$ cat src/design/ebpwm_defs.vh
`ifndef EBPWM_DEFS_VH
`define EBPWM_DEFS_VH

// register byte offsets
`define EBPWM_ADDR_W 12
`define EBPWM_OFF_CTRL 12'h000
`define EBPWM_OFF_DUTY 12'h004
`define EBPWM_OFF_DBRC 12'h008
`define EBPWM_OFF_SDC 12'h00c
`define EBPWM_OFF_STAT 12'h010

// capture_pwm_control fields
`define EBPWM_CTL_EN 0
`define EBPWM_CTL_POL_AC 1
`define EBPWM_CTL_POL_BD 2
`define EBPWM_CTL_MODE 5:4
`define EBPWM_CTL_MODE_HI 5
`define EBPWM_CTL_STEER 11:8

// duty register field
`define EBPWM_DUTY_F 9:0

// deadband_restart_control fields
`define EBPWM_DB_CNT 6:0
`define EBPWM_DB_ARS 7

// shutdown_control fields
`define EBPWM_SD_STAT 7
`define EBPWM_SD_SRC 6:4
`define EBPWM_SD_PAC 3:2
`define EBPWM_SD_PBD 1:0

// status register fields
`define EBPWM_ST_RUN 0
`define EBPWM_ST_DIR 1
`define EBPWM_ST_SRC 2
`define EBPWM_ST_RAW 3
`define EBPWM_ST_CHG 4

// output mode codes
`define EBPWM_MODE_SINGLE 2'b00
`define EBPWM_MODE_HALF 2'b10
`define EBPWM_MODE_FWD 2'b01
`define EBPWM_MODE_REV 2'b11

// reset values
`define EBPWM_RST_CTRL 12'h000
`define EBPWM_RST_DUTY 10'h000
`define EBPWM_RST_DBRC 8'h00
`define EBPWM_RST_SDC 8'h00
// sync flops idle: pin high, comparators low
`define EBPWM_RST_SYNC 3'h1

// timing
`define EBPWM_CYC_PER_INSN 4
`define EBPWM_DIR_LEAD 8'h04
// sub-count phase that lands the swap on a count boundary after two register stages
`define EBPWM_DIR_PHASE 2'b10
// source code -> {cmp2, cmp1, pin} enable mask, code 0 at low bits
`define EBPWM_SRC_MAP 24'hf5_9d10
// pair code -> {tristate, level}, code 0 at low bits
`define EBPWM_PSS_MAP 8'ha4

`endif

$ cat src/design/ebpwm_bridge_out.v
// Operation
// - mode 00 single, 10 half, 01 fwd, 11 rev
// - single mode outputs follow steering enables
// - time base is timer count plus two bits
// - half-bridge: A is PWM, B complement
// - half-bridge outputs delayed by dead-band count
// - dead-band above duty keeps output inactive
// - forward: A active, D modulated, B C off
// - reverse: C active, B modulated, A D off
// - direction from upper mode bit, next cycle unless running full-bridge
// - direction change four counts before period end
// - no dead-band in full-bridge mode
// - shutdown from selected pin or comparator levels
// - shutdown status sticky until cleared or restarted
// - shutdown forces enabled outputs to their pair's selected states
// - shutdown level sensitive, persists with level
// - status writes ignored while condition present
// - restart only at next period start
// - writing one forces shutdown, auto-restart clears
// - auto-restart clears status once condition removed
// - first enable waits for new period
// - per-pair polarity from control bits 1 and 2
`timescale 1ns/1ps
`include "ebpwm_defs.vh"

module ebpwm_bridge_out #(
    parameter INSN_CYC = `EBPWM_CYC_PER_INSN,
    parameter [23:0] SRC_MAP = `EBPWM_SRC_MAP,
    parameter [7:0] PSS_MAP = `EBPWM_PSS_MAP
) (
    // clock and reset
    input wire pclk,
    input wire presetn,
    // apb slave
    input wire psel,
    input wire penable,
    input wire pwrite,
    input wire [11:0] paddr,
    input wire [31:0] pwdata,
    output reg [31:0] prdata,
    output wire pready,
    output wire pslverr,
    // time base from the timer, same clock
    input wire [7:0] timer_count,
    input wire [1:0] timer_low_bits,
    input wire [7:0] period_register,
    // shutdown sources, asynchronous
    input wire shutdown_pin_n,
    input wire [1:0] comparator_output,
    // bridge outputs
    output wire output_a,
    output wire output_a_oe,
    output wire output_b,
    output wire output_b_oe,
    output wire output_c,
    output wire output_c_oe,
    output wire output_d,
    output wire output_d_oe
);

    // pair code lookup: {tristate, level}
    function [1:0] pss_state;
        input [1:0] code;
        begin
            pss_state = PSS_MAP[{code, 1'b0} +: 2];
        end
    endfunction

    // dead-band counter step
    function [6:0] db_step;
        input src;
        input tick;
        input [6:0] cnt;
        input [6:0] lim;
        begin
            if (!src)
                db_step = 7'h00;
            else if (tick && cnt < lim)
                db_step = cnt + 7'h01;
            else
                db_step = cnt;
        end
    endfunction

    reg [11:0] ctrl_r;
    reg [9:0] duty_r;
    reg [7:0] dbrc_r;
    reg [7:0] sdc_r;
    reg [2:0] sync1_r;
    reg [2:0] sync2_r;
    reg [9:0] tb_prev_r;
    reg raw_r;
    reg run_r;
    reg dir_r;
    reg chg_r;
    reg hold_r;
    reg [6:0] cnt_a_r;
    reg [6:0] cnt_b_r;
    reg [7:0] insn_r;
    reg [3:0] act_r;
    reg [3:0] oe_r;

    wire [9:0] time_base;
    wire period_start;
    wire wr_en;
    wire rd_en;
    wire addr_ok;
    wire [4:0] src_pos;
    wire [2:0] src_mask;
    wire [2:0] src_level;
    wire src_active;
    wire sd_write;
    wire sd_force;
    wire insn_tick;
    wire [1:0] mode;
    wire full_mode;
    wire [9:0] dir_point;
    wire [1:0] st_ac;
    wire [1:0] st_bd;
    wire [3:0] lvl_out;
    wire [3:0] oe_out;
    wire [3:0] pol;
    wire [3:0] sd_tri;
    wire [3:0] sd_lvl;
    reg [3:0] act_nxt;
    reg [3:0] oe_nxt;
    reg sd_stat_nxt;
    reg raw_nxt;

    // apb: zero wait states
    assign pready = 1'b1;
    assign wr_en = psel & penable & pwrite;
    assign rd_en = psel & penable & ~pwrite;
    assign addr_ok = (paddr == `EBPWM_OFF_CTRL) || (paddr == `EBPWM_OFF_DUTY) ||
                     (paddr == `EBPWM_OFF_DBRC) || (paddr == `EBPWM_OFF_SDC) ||
                     (paddr == `EBPWM_OFF_STAT);
    assign pslverr = psel & penable & ~addr_ok;
    assign sd_write = wr_en && (paddr == `EBPWM_OFF_SDC);

    always @* begin
        prdata = 32'h0000_0000;
        if (rd_en) begin
            case (paddr)
                `EBPWM_OFF_CTRL: prdata = {20'h00000, ctrl_r};
                `EBPWM_OFF_DUTY: prdata = {22'h0, duty_r};
                `EBPWM_OFF_DBRC: prdata = {24'h000000, dbrc_r};
                `EBPWM_OFF_SDC: prdata = {24'h000000, sdc_r};
                `EBPWM_OFF_STAT: prdata = {27'h0, chg_r, raw_r, src_active, dir_r, run_r};
                default: prdata = 32'h0000_0000;
            endcase
        end
    end

    assign mode = ctrl_r[`EBPWM_CTL_MODE];
    assign full_mode = mode[0];

    // time base and period edge
    assign time_base = {timer_count, timer_low_bits};
    assign period_start = (time_base == 10'h000) && (tb_prev_r != 10'h000);

    // instruction-cycle tick for dead-band
    assign insn_tick = (insn_r == INSN_CYC - 1);

    // shutdown sources
    // three mask bits per source code
    assign src_pos = {1'b0, sdc_r[`EBPWM_SD_SRC], 1'b0} + {2'b00, sdc_r[`EBPWM_SD_SRC]};
    assign src_mask = SRC_MAP[src_pos +: 3];
    assign src_level = {sync2_r[2], sync2_r[1], ~sync2_r[0]};
    assign src_active = |(src_mask & src_level);
    assign sd_force = sdc_r[`EBPWM_SD_STAT] | src_active | hold_r;

    // direction switch point, four counts before period end
    assign dir_point = {period_register - `EBPWM_DIR_LEAD, `EBPWM_DIR_PHASE};

    // raw pwm: set at period start, cleared at duty match
    always @* begin
        raw_nxt = raw_r;
        if (period_start)
            raw_nxt = (duty_r != 10'h000);
        else if (time_base == duty_r)
            raw_nxt = 1'b0;
    end

    always @* begin
        sd_stat_nxt = sdc_r[`EBPWM_SD_STAT];
        if (src_active)
            sd_stat_nxt = 1'b1;
        else if (dbrc_r[`EBPWM_DB_ARS])
            sd_stat_nxt = 1'b0;
        else if (sd_write)
            sd_stat_nxt = pwdata[`EBPWM_SD_STAT];
    end

    always @(posedge pclk or negedge presetn) begin
        if (!presetn) begin
            ctrl_r <= `EBPWM_RST_CTRL;
            duty_r <= `EBPWM_RST_DUTY;
            dbrc_r <= `EBPWM_RST_DBRC;
            sdc_r <= `EBPWM_RST_SDC;
            sync1_r <= `EBPWM_RST_SYNC;
            sync2_r <= `EBPWM_RST_SYNC;
        end else begin
            sync1_r <= {comparator_output, shutdown_pin_n};
            sync2_r <= sync1_r;
            if (wr_en && paddr == `EBPWM_OFF_CTRL)
                ctrl_r <= pwdata[11:0];
            if (wr_en && paddr == `EBPWM_OFF_DUTY)
                duty_r <= pwdata[`EBPWM_DUTY_F];
            if (wr_en && paddr == `EBPWM_OFF_DBRC)
                dbrc_r <= pwdata[7:0];
            if (sd_write)
                sdc_r[6:0] <= pwdata[6:0];
            sdc_r[`EBPWM_SD_STAT] <= sd_stat_nxt;
        end
    end

    // time base, raw pwm, run, direction
    always @(posedge pclk or negedge presetn) begin
        if (!presetn) begin
            tb_prev_r <= 10'h000;
            raw_r <= 1'b0;
            run_r <= 1'b0;
            dir_r <= 1'b0;
            chg_r <= 1'b0;
            hold_r <= 1'b0;
            insn_r <= 8'h00;
        end else begin
            tb_prev_r <= time_base;
            // restart the instruction phase on each raw edge so the dead-band is exact
            insn_r <= (insn_tick || raw_nxt != raw_r) ? 8'h00 : insn_r + 8'h01;
            raw_r <= raw_nxt;
            if (!ctrl_r[`EBPWM_CTL_EN])
                run_r <= 1'b0;
            else if (period_start)
                run_r <= 1'b1;
            if (sdc_r[`EBPWM_SD_STAT] || src_active || (sd_write && pwdata[`EBPWM_SD_STAT]))
                hold_r <= 1'b1;
            else if (period_start)
                hold_r <= 1'b0;
            if (period_start)
                chg_r <= 1'b0;
            if (full_mode && (mode[1] != dir_r) && time_base == dir_point
                    && period_register >= `EBPWM_DIR_LEAD) begin
                dir_r <= mode[1];
                chg_r <= 1'b1;
            end else if (!full_mode || !run_r) begin
                dir_r <= mode[1];
            end
        end
    end

    // dead-band counters, run in every mode, read in half-bridge only
    always @(posedge pclk or negedge presetn) begin
        if (!presetn) begin
            cnt_a_r <= 7'h00;
            cnt_b_r <= 7'h00;
        end else begin
            cnt_a_r <= db_step(raw_r, insn_tick, cnt_a_r, dbrc_r[`EBPWM_DB_CNT]);
            cnt_b_r <= db_step(~raw_r, insn_tick, cnt_b_r, dbrc_r[`EBPWM_DB_CNT]);
        end
    end

    // active levels per mode
    always @* begin
        act_nxt = 4'h0;
        oe_nxt = 4'h0;
        if (ctrl_r[`EBPWM_CTL_EN]) begin
            case (mode)
                `EBPWM_MODE_SINGLE: begin
                    oe_nxt = ctrl_r[`EBPWM_CTL_STEER];
                    act_nxt = {4{raw_r & run_r}} & ctrl_r[`EBPWM_CTL_STEER];
                end
                `EBPWM_MODE_HALF: begin
                    oe_nxt = 4'h3;
                    // a source that falls before the count completes stays off
                    act_nxt[0] = run_r & raw_r & (cnt_a_r >= dbrc_r[`EBPWM_DB_CNT]);
                    act_nxt[1] = run_r & ~raw_r & (cnt_b_r >= dbrc_r[`EBPWM_DB_CNT]);
                end
                default: begin
                    oe_nxt = 4'hf;
                    if (!dir_r) begin
                        act_nxt[0] = run_r;
                        act_nxt[3] = run_r & raw_r & ~chg_r;
                    end else begin
                        act_nxt[2] = run_r;
                        act_nxt[1] = run_r & raw_r & ~chg_r;
                    end
                end
            endcase
        end
    end

    always @(posedge pclk or negedge presetn) begin
        if (!presetn) begin
            act_r <= 4'h0;
            oe_r <= 4'h0;
        end else begin
            act_r <= act_nxt;
            oe_r <= oe_nxt;
        end
    end

    // polarity and shutdown override, order {d, c, b, a}
    assign pol = {ctrl_r[`EBPWM_CTL_POL_BD], ctrl_r[`EBPWM_CTL_POL_AC],
                  ctrl_r[`EBPWM_CTL_POL_BD], ctrl_r[`EBPWM_CTL_POL_AC]};
    assign st_ac = pss_state(sdc_r[`EBPWM_SD_PAC]);
    assign st_bd = pss_state(sdc_r[`EBPWM_SD_PBD]);
    assign sd_tri = {st_bd[1], st_ac[1], st_bd[1], st_ac[1]};
    assign sd_lvl = {st_bd[0], st_ac[0], st_bd[0], st_ac[0]};
    assign lvl_out = sd_force ? sd_lvl : (act_r ^ pol);
    assign oe_out = sd_force ? (oe_r & ~sd_tri) : oe_r;

    assign output_a = lvl_out[0];
    assign output_b = lvl_out[1];
    assign output_c = lvl_out[2];
    assign output_d = lvl_out[3];
    assign output_a_oe = oe_out[0];
    assign output_b_oe = oe_out[1];
    assign output_c_oe = oe_out[2];
    assign output_d_oe = oe_out[3];

endmodule // ebpwm_bridge_out

$ cat config.mk
export PLATFORM = sky130hd
export DESIGN_NAME = ebpwm_bridge_out
export DESIGN_NICKNAME = d
export VERILOG_FILES = /design/src/design/ebpwm_bridge_out.v
export VERILOG_INCLUDE_DIRS = /design/src /design/src/design
export SDC_FILE = /design/constraint.sdc
export NUM_CORES = 1
export LEC_CHECK = 0
export ABC_AREA = 1
export BUFFER_PORTS_ARGS = -buffer_cell sky130_fd_sc_hd__buf_4
export CAP_MARGIN = 20
export CORE_MARGIN = 5
export CORE_UTILIZATION = 33
export DETAILED_ROUTE_END_ITERATION = 7
export GPL_TIMING_DRIVEN = 0
export PLACE_DENSITY = 0.56
export REMOVE_ABC_BUFFERS = 1
export SYNTH_ARGS = -nofsm -noshare
export SYNTH_HDL_FRONTEND = slang
export SYNTH_SLANG_ARGS = --single-unit
$ cat constraint.sdc
create_clock -name pclk -period 4.5 [get_ports pclk]
set_input_delay 0.675 -clock pclk [delete_from_list [all_inputs] [get_ports pclk]]
set_output_delay 0.675 -clock pclk [all_outputs]
set_load 0.1 [all_outputs]
==> impl_metrics.ini <==
[placement]
dp_hpwl_um = 11050
gp_congestion = 0.8202
placed_cell_area_um2 = 6237
io_buffers = 70

[setup_path]
slowest_delay_ps = 730
cp_cell_sequence = inv_1, fa_1, inv_2, nand2_1, nand2_1, nand2_1, nand2_1, nand3_1, nor2_4, nor2_4, nand3_2, nand2_1, nand2_1, buf_4
rr_endpoint = sdc_r[7]
cp.arrival_ps = 3150
worst_setup_path_start_kind = flip-flop
crit_slowest_cell = fa_1
crit_top_cell = nand2_1
r2r_cells = 11
worst-path-max-fanout = 11
crit_type = flip-flop to output port
rrSetupSlack_ps = 2020
crit_required_ps = 3830
crit-reg2reg-launch = sdc_r[5]
end_kind = output port

[grt]
grt_max_degree = 63
grt_pass1_wl_um = 23580
antenna_found_initial = 0
gr-total-overflow = 0
grt_pass1_vias = 4485
track_usage_pct = 14.95

[synth]
synth_area_um2 = 5574
yosys-top-cells-area = dfrtp_1, nand2_1, ha_1, nor2_1, inv_1
synth-seq-cells = 89
synthCells = 712
syn_area_per_cell_um2 = 7.829
synthArstFlopShare_pct = 100.0
synthFlopType = dfrtp_1
yosysWarnings = 0
synth_cell_type_count = 44
synth-seq-area-share_pct = 40.00
synth_top_area_share_pct = 39.06
synth_top_area_cell = dfrtp_1
synth_edf_count = 0

[drt]
wl_per_cell_um = 14.02
first_pass_iters = 6
num_vias = 4655
route.detailed.drc = 0
drtIter0Drc = 340
finalWirelength_um = 14100
vias_per_cell = 4.627
ant_nets = 0

[worst_hold_path]
holdCritPathClass = primary input to asynchronous set/reset pin

[timing]
period_share_pct = 84.99
rsz0062_at_grt = no
fin_tns_setup_ps = 0
fin_skew_ps = 3.673
worst_hold_slack_ps = 249.9
tightest_slew_ps = 798.5
hold_viol = 0
report.final.setup_viol = 0
fmax_mhz = 261.5
drv_slew = 0
relSlewSlack_pct = 46.62
final.min_clock_period_ps = 3825

[final_layout]
postLayoutCellArea_um2 = 6516
final_layout_size_suffix_gt1_share_pct = 16.28
final_cell_mix = nand2_1, dfrtp_1, nor2_1
final_common_cell = nand2_1
syn_to_final_growth_pct = 16.90
nets = 881
diodes = 0
n_fill_cell = 1766

[power_and_ir_drop]
p_leak_nw = 3.199
ir_worst_vdd_uv = 171.4
power_density_nw_per_um2 = 298.5

[clock_tree]
cts-hold-fix-buffers = 0
cts_tree = built
post_cts_buffers = 0
clkSinkCount = 89
cts_resized = 0
cts_root_buf = clkbuf_16
path_clk_slew_ps = 60
h-tree-depth = 3
clock_latency_ps = 350
cts_buffers = 9
cts_buffer_depth = 2

[die]
die_h_um = 140.0
ios = 112
design.core.area_um2 = 16580
initial_core_util_pct = 33.61
dieArea_um2 = 19590
die_w_um = 140.0
rows = 47

[job]
cap_violations = 0

[outcome]
outcome = complete, no violations
## metal layers
layer  global-route usage (%)  part of all wire (%)  vias up
met4                    4.488                   1.7        0
met1                    21.30                    49     2118
met2                    22.74                    44      126
met5                        0                     0        -
li1                         -                     -     2393
met3                    3.408                   5.9       18
## cell type report
class                   instances  area, um2  area share, %
repair buffers                 71      553.0          8.487
clock inverters                 3      42.54         0.6528
inverters                      84      316.6          4.858
flip-flops and latches         89       2230          34.22
multi-input cells             527       2863          43.93
well taps                     220      275.3          4.224
clock buffers                  12      236.5          3.629
## critical path: cells and delay by family (launching register included)
family,cells,cell delay [ps]
simple gates,10,1020
buf+inv,3,520
flops,1,530
fa+ha+maj,1,730
## registers in the layout (all words and copies together), names as in the netlist
| signal | count |
|---|---|
| tb_prev_r | 10 |
| raw_r | 1 |
| oe_r | 4 |
| sdc_r | 8 |
| dir_r | 1 |
| cnt_a_r | 7 |
| sync2_r | 3 |
| insn_r | 8 |
| dbrc_r | 8 |
| ctrl_r | 12 |
| sync1_r | 3 |
| run_r | 1 |
| act_r | 4 |
| cnt_b_r | 7 |
| chg_r | 1 |
| duty_r | 10 |
| hold_r | 1 |
## Yosys cell counts, drive strengths merged, types with 2 or more instances
cell type	count
a21oi	28
buf	29
clkbuf	2
clkinv	4
conb	2
dfrtp	87
dfstp	2
ha	28
inv	80
nand2	183
nand3	45
nand4	19
nor2	78
nor3	13
o211ai	4
o21a	2
o21ai	54
o31ai	9
or2	3
xnor2	12
xor2	20
## kinds of logic after synthesis
kind of cell               synth area share (%)
and+or+nand+nor                           27.72
other                                    0.1347
xor gates and xnor gates                  5.028
AOI/OAI and AO/OA                         10.55
buffers and inverters                     9.921
adders and majority gates                 6.644
DFF                                       40.00
## through the flow
stage               cells  power, W  setup slack [ps]  utilization, %
floorplan             700  0.001127             529.1               -
global placement      990  0.001228              1032           37.45
detailed placement    991  0.001235              1017           37.61
CTS                  1006  0.001970             645.8           39.29
global route         1006  0.002052             399.4           39.29
finish               1006  0.001945             675.2           39.29
## how the worst max path moves through the flow
stage / to / slack [ps] / startpoint
2_1_floorplan: prdata[2] / 530 / sdc_r[4]
3_3_place_gp: output_c / 1030 / sdc_r[5]
3_5_place_dp: output_a / 1020 / sdc_r[5]
4_1_cts: output_a / 650 / sdc_r[5]
5_1_grt: output_c / 400 / sdc_r[5]
6_report: output_a / 680 / sdc_r[5]
## report_power, final
group / switching (W) / internal, W / total [W]
clock: 0.000304 / 0.000427 / 0.000731
sequential: 0.0000354 / 0.000842 / 0.000878
combinational: 0.000229 / 0.000108 / 0.000336
Power figures use the tool's default switching activity.
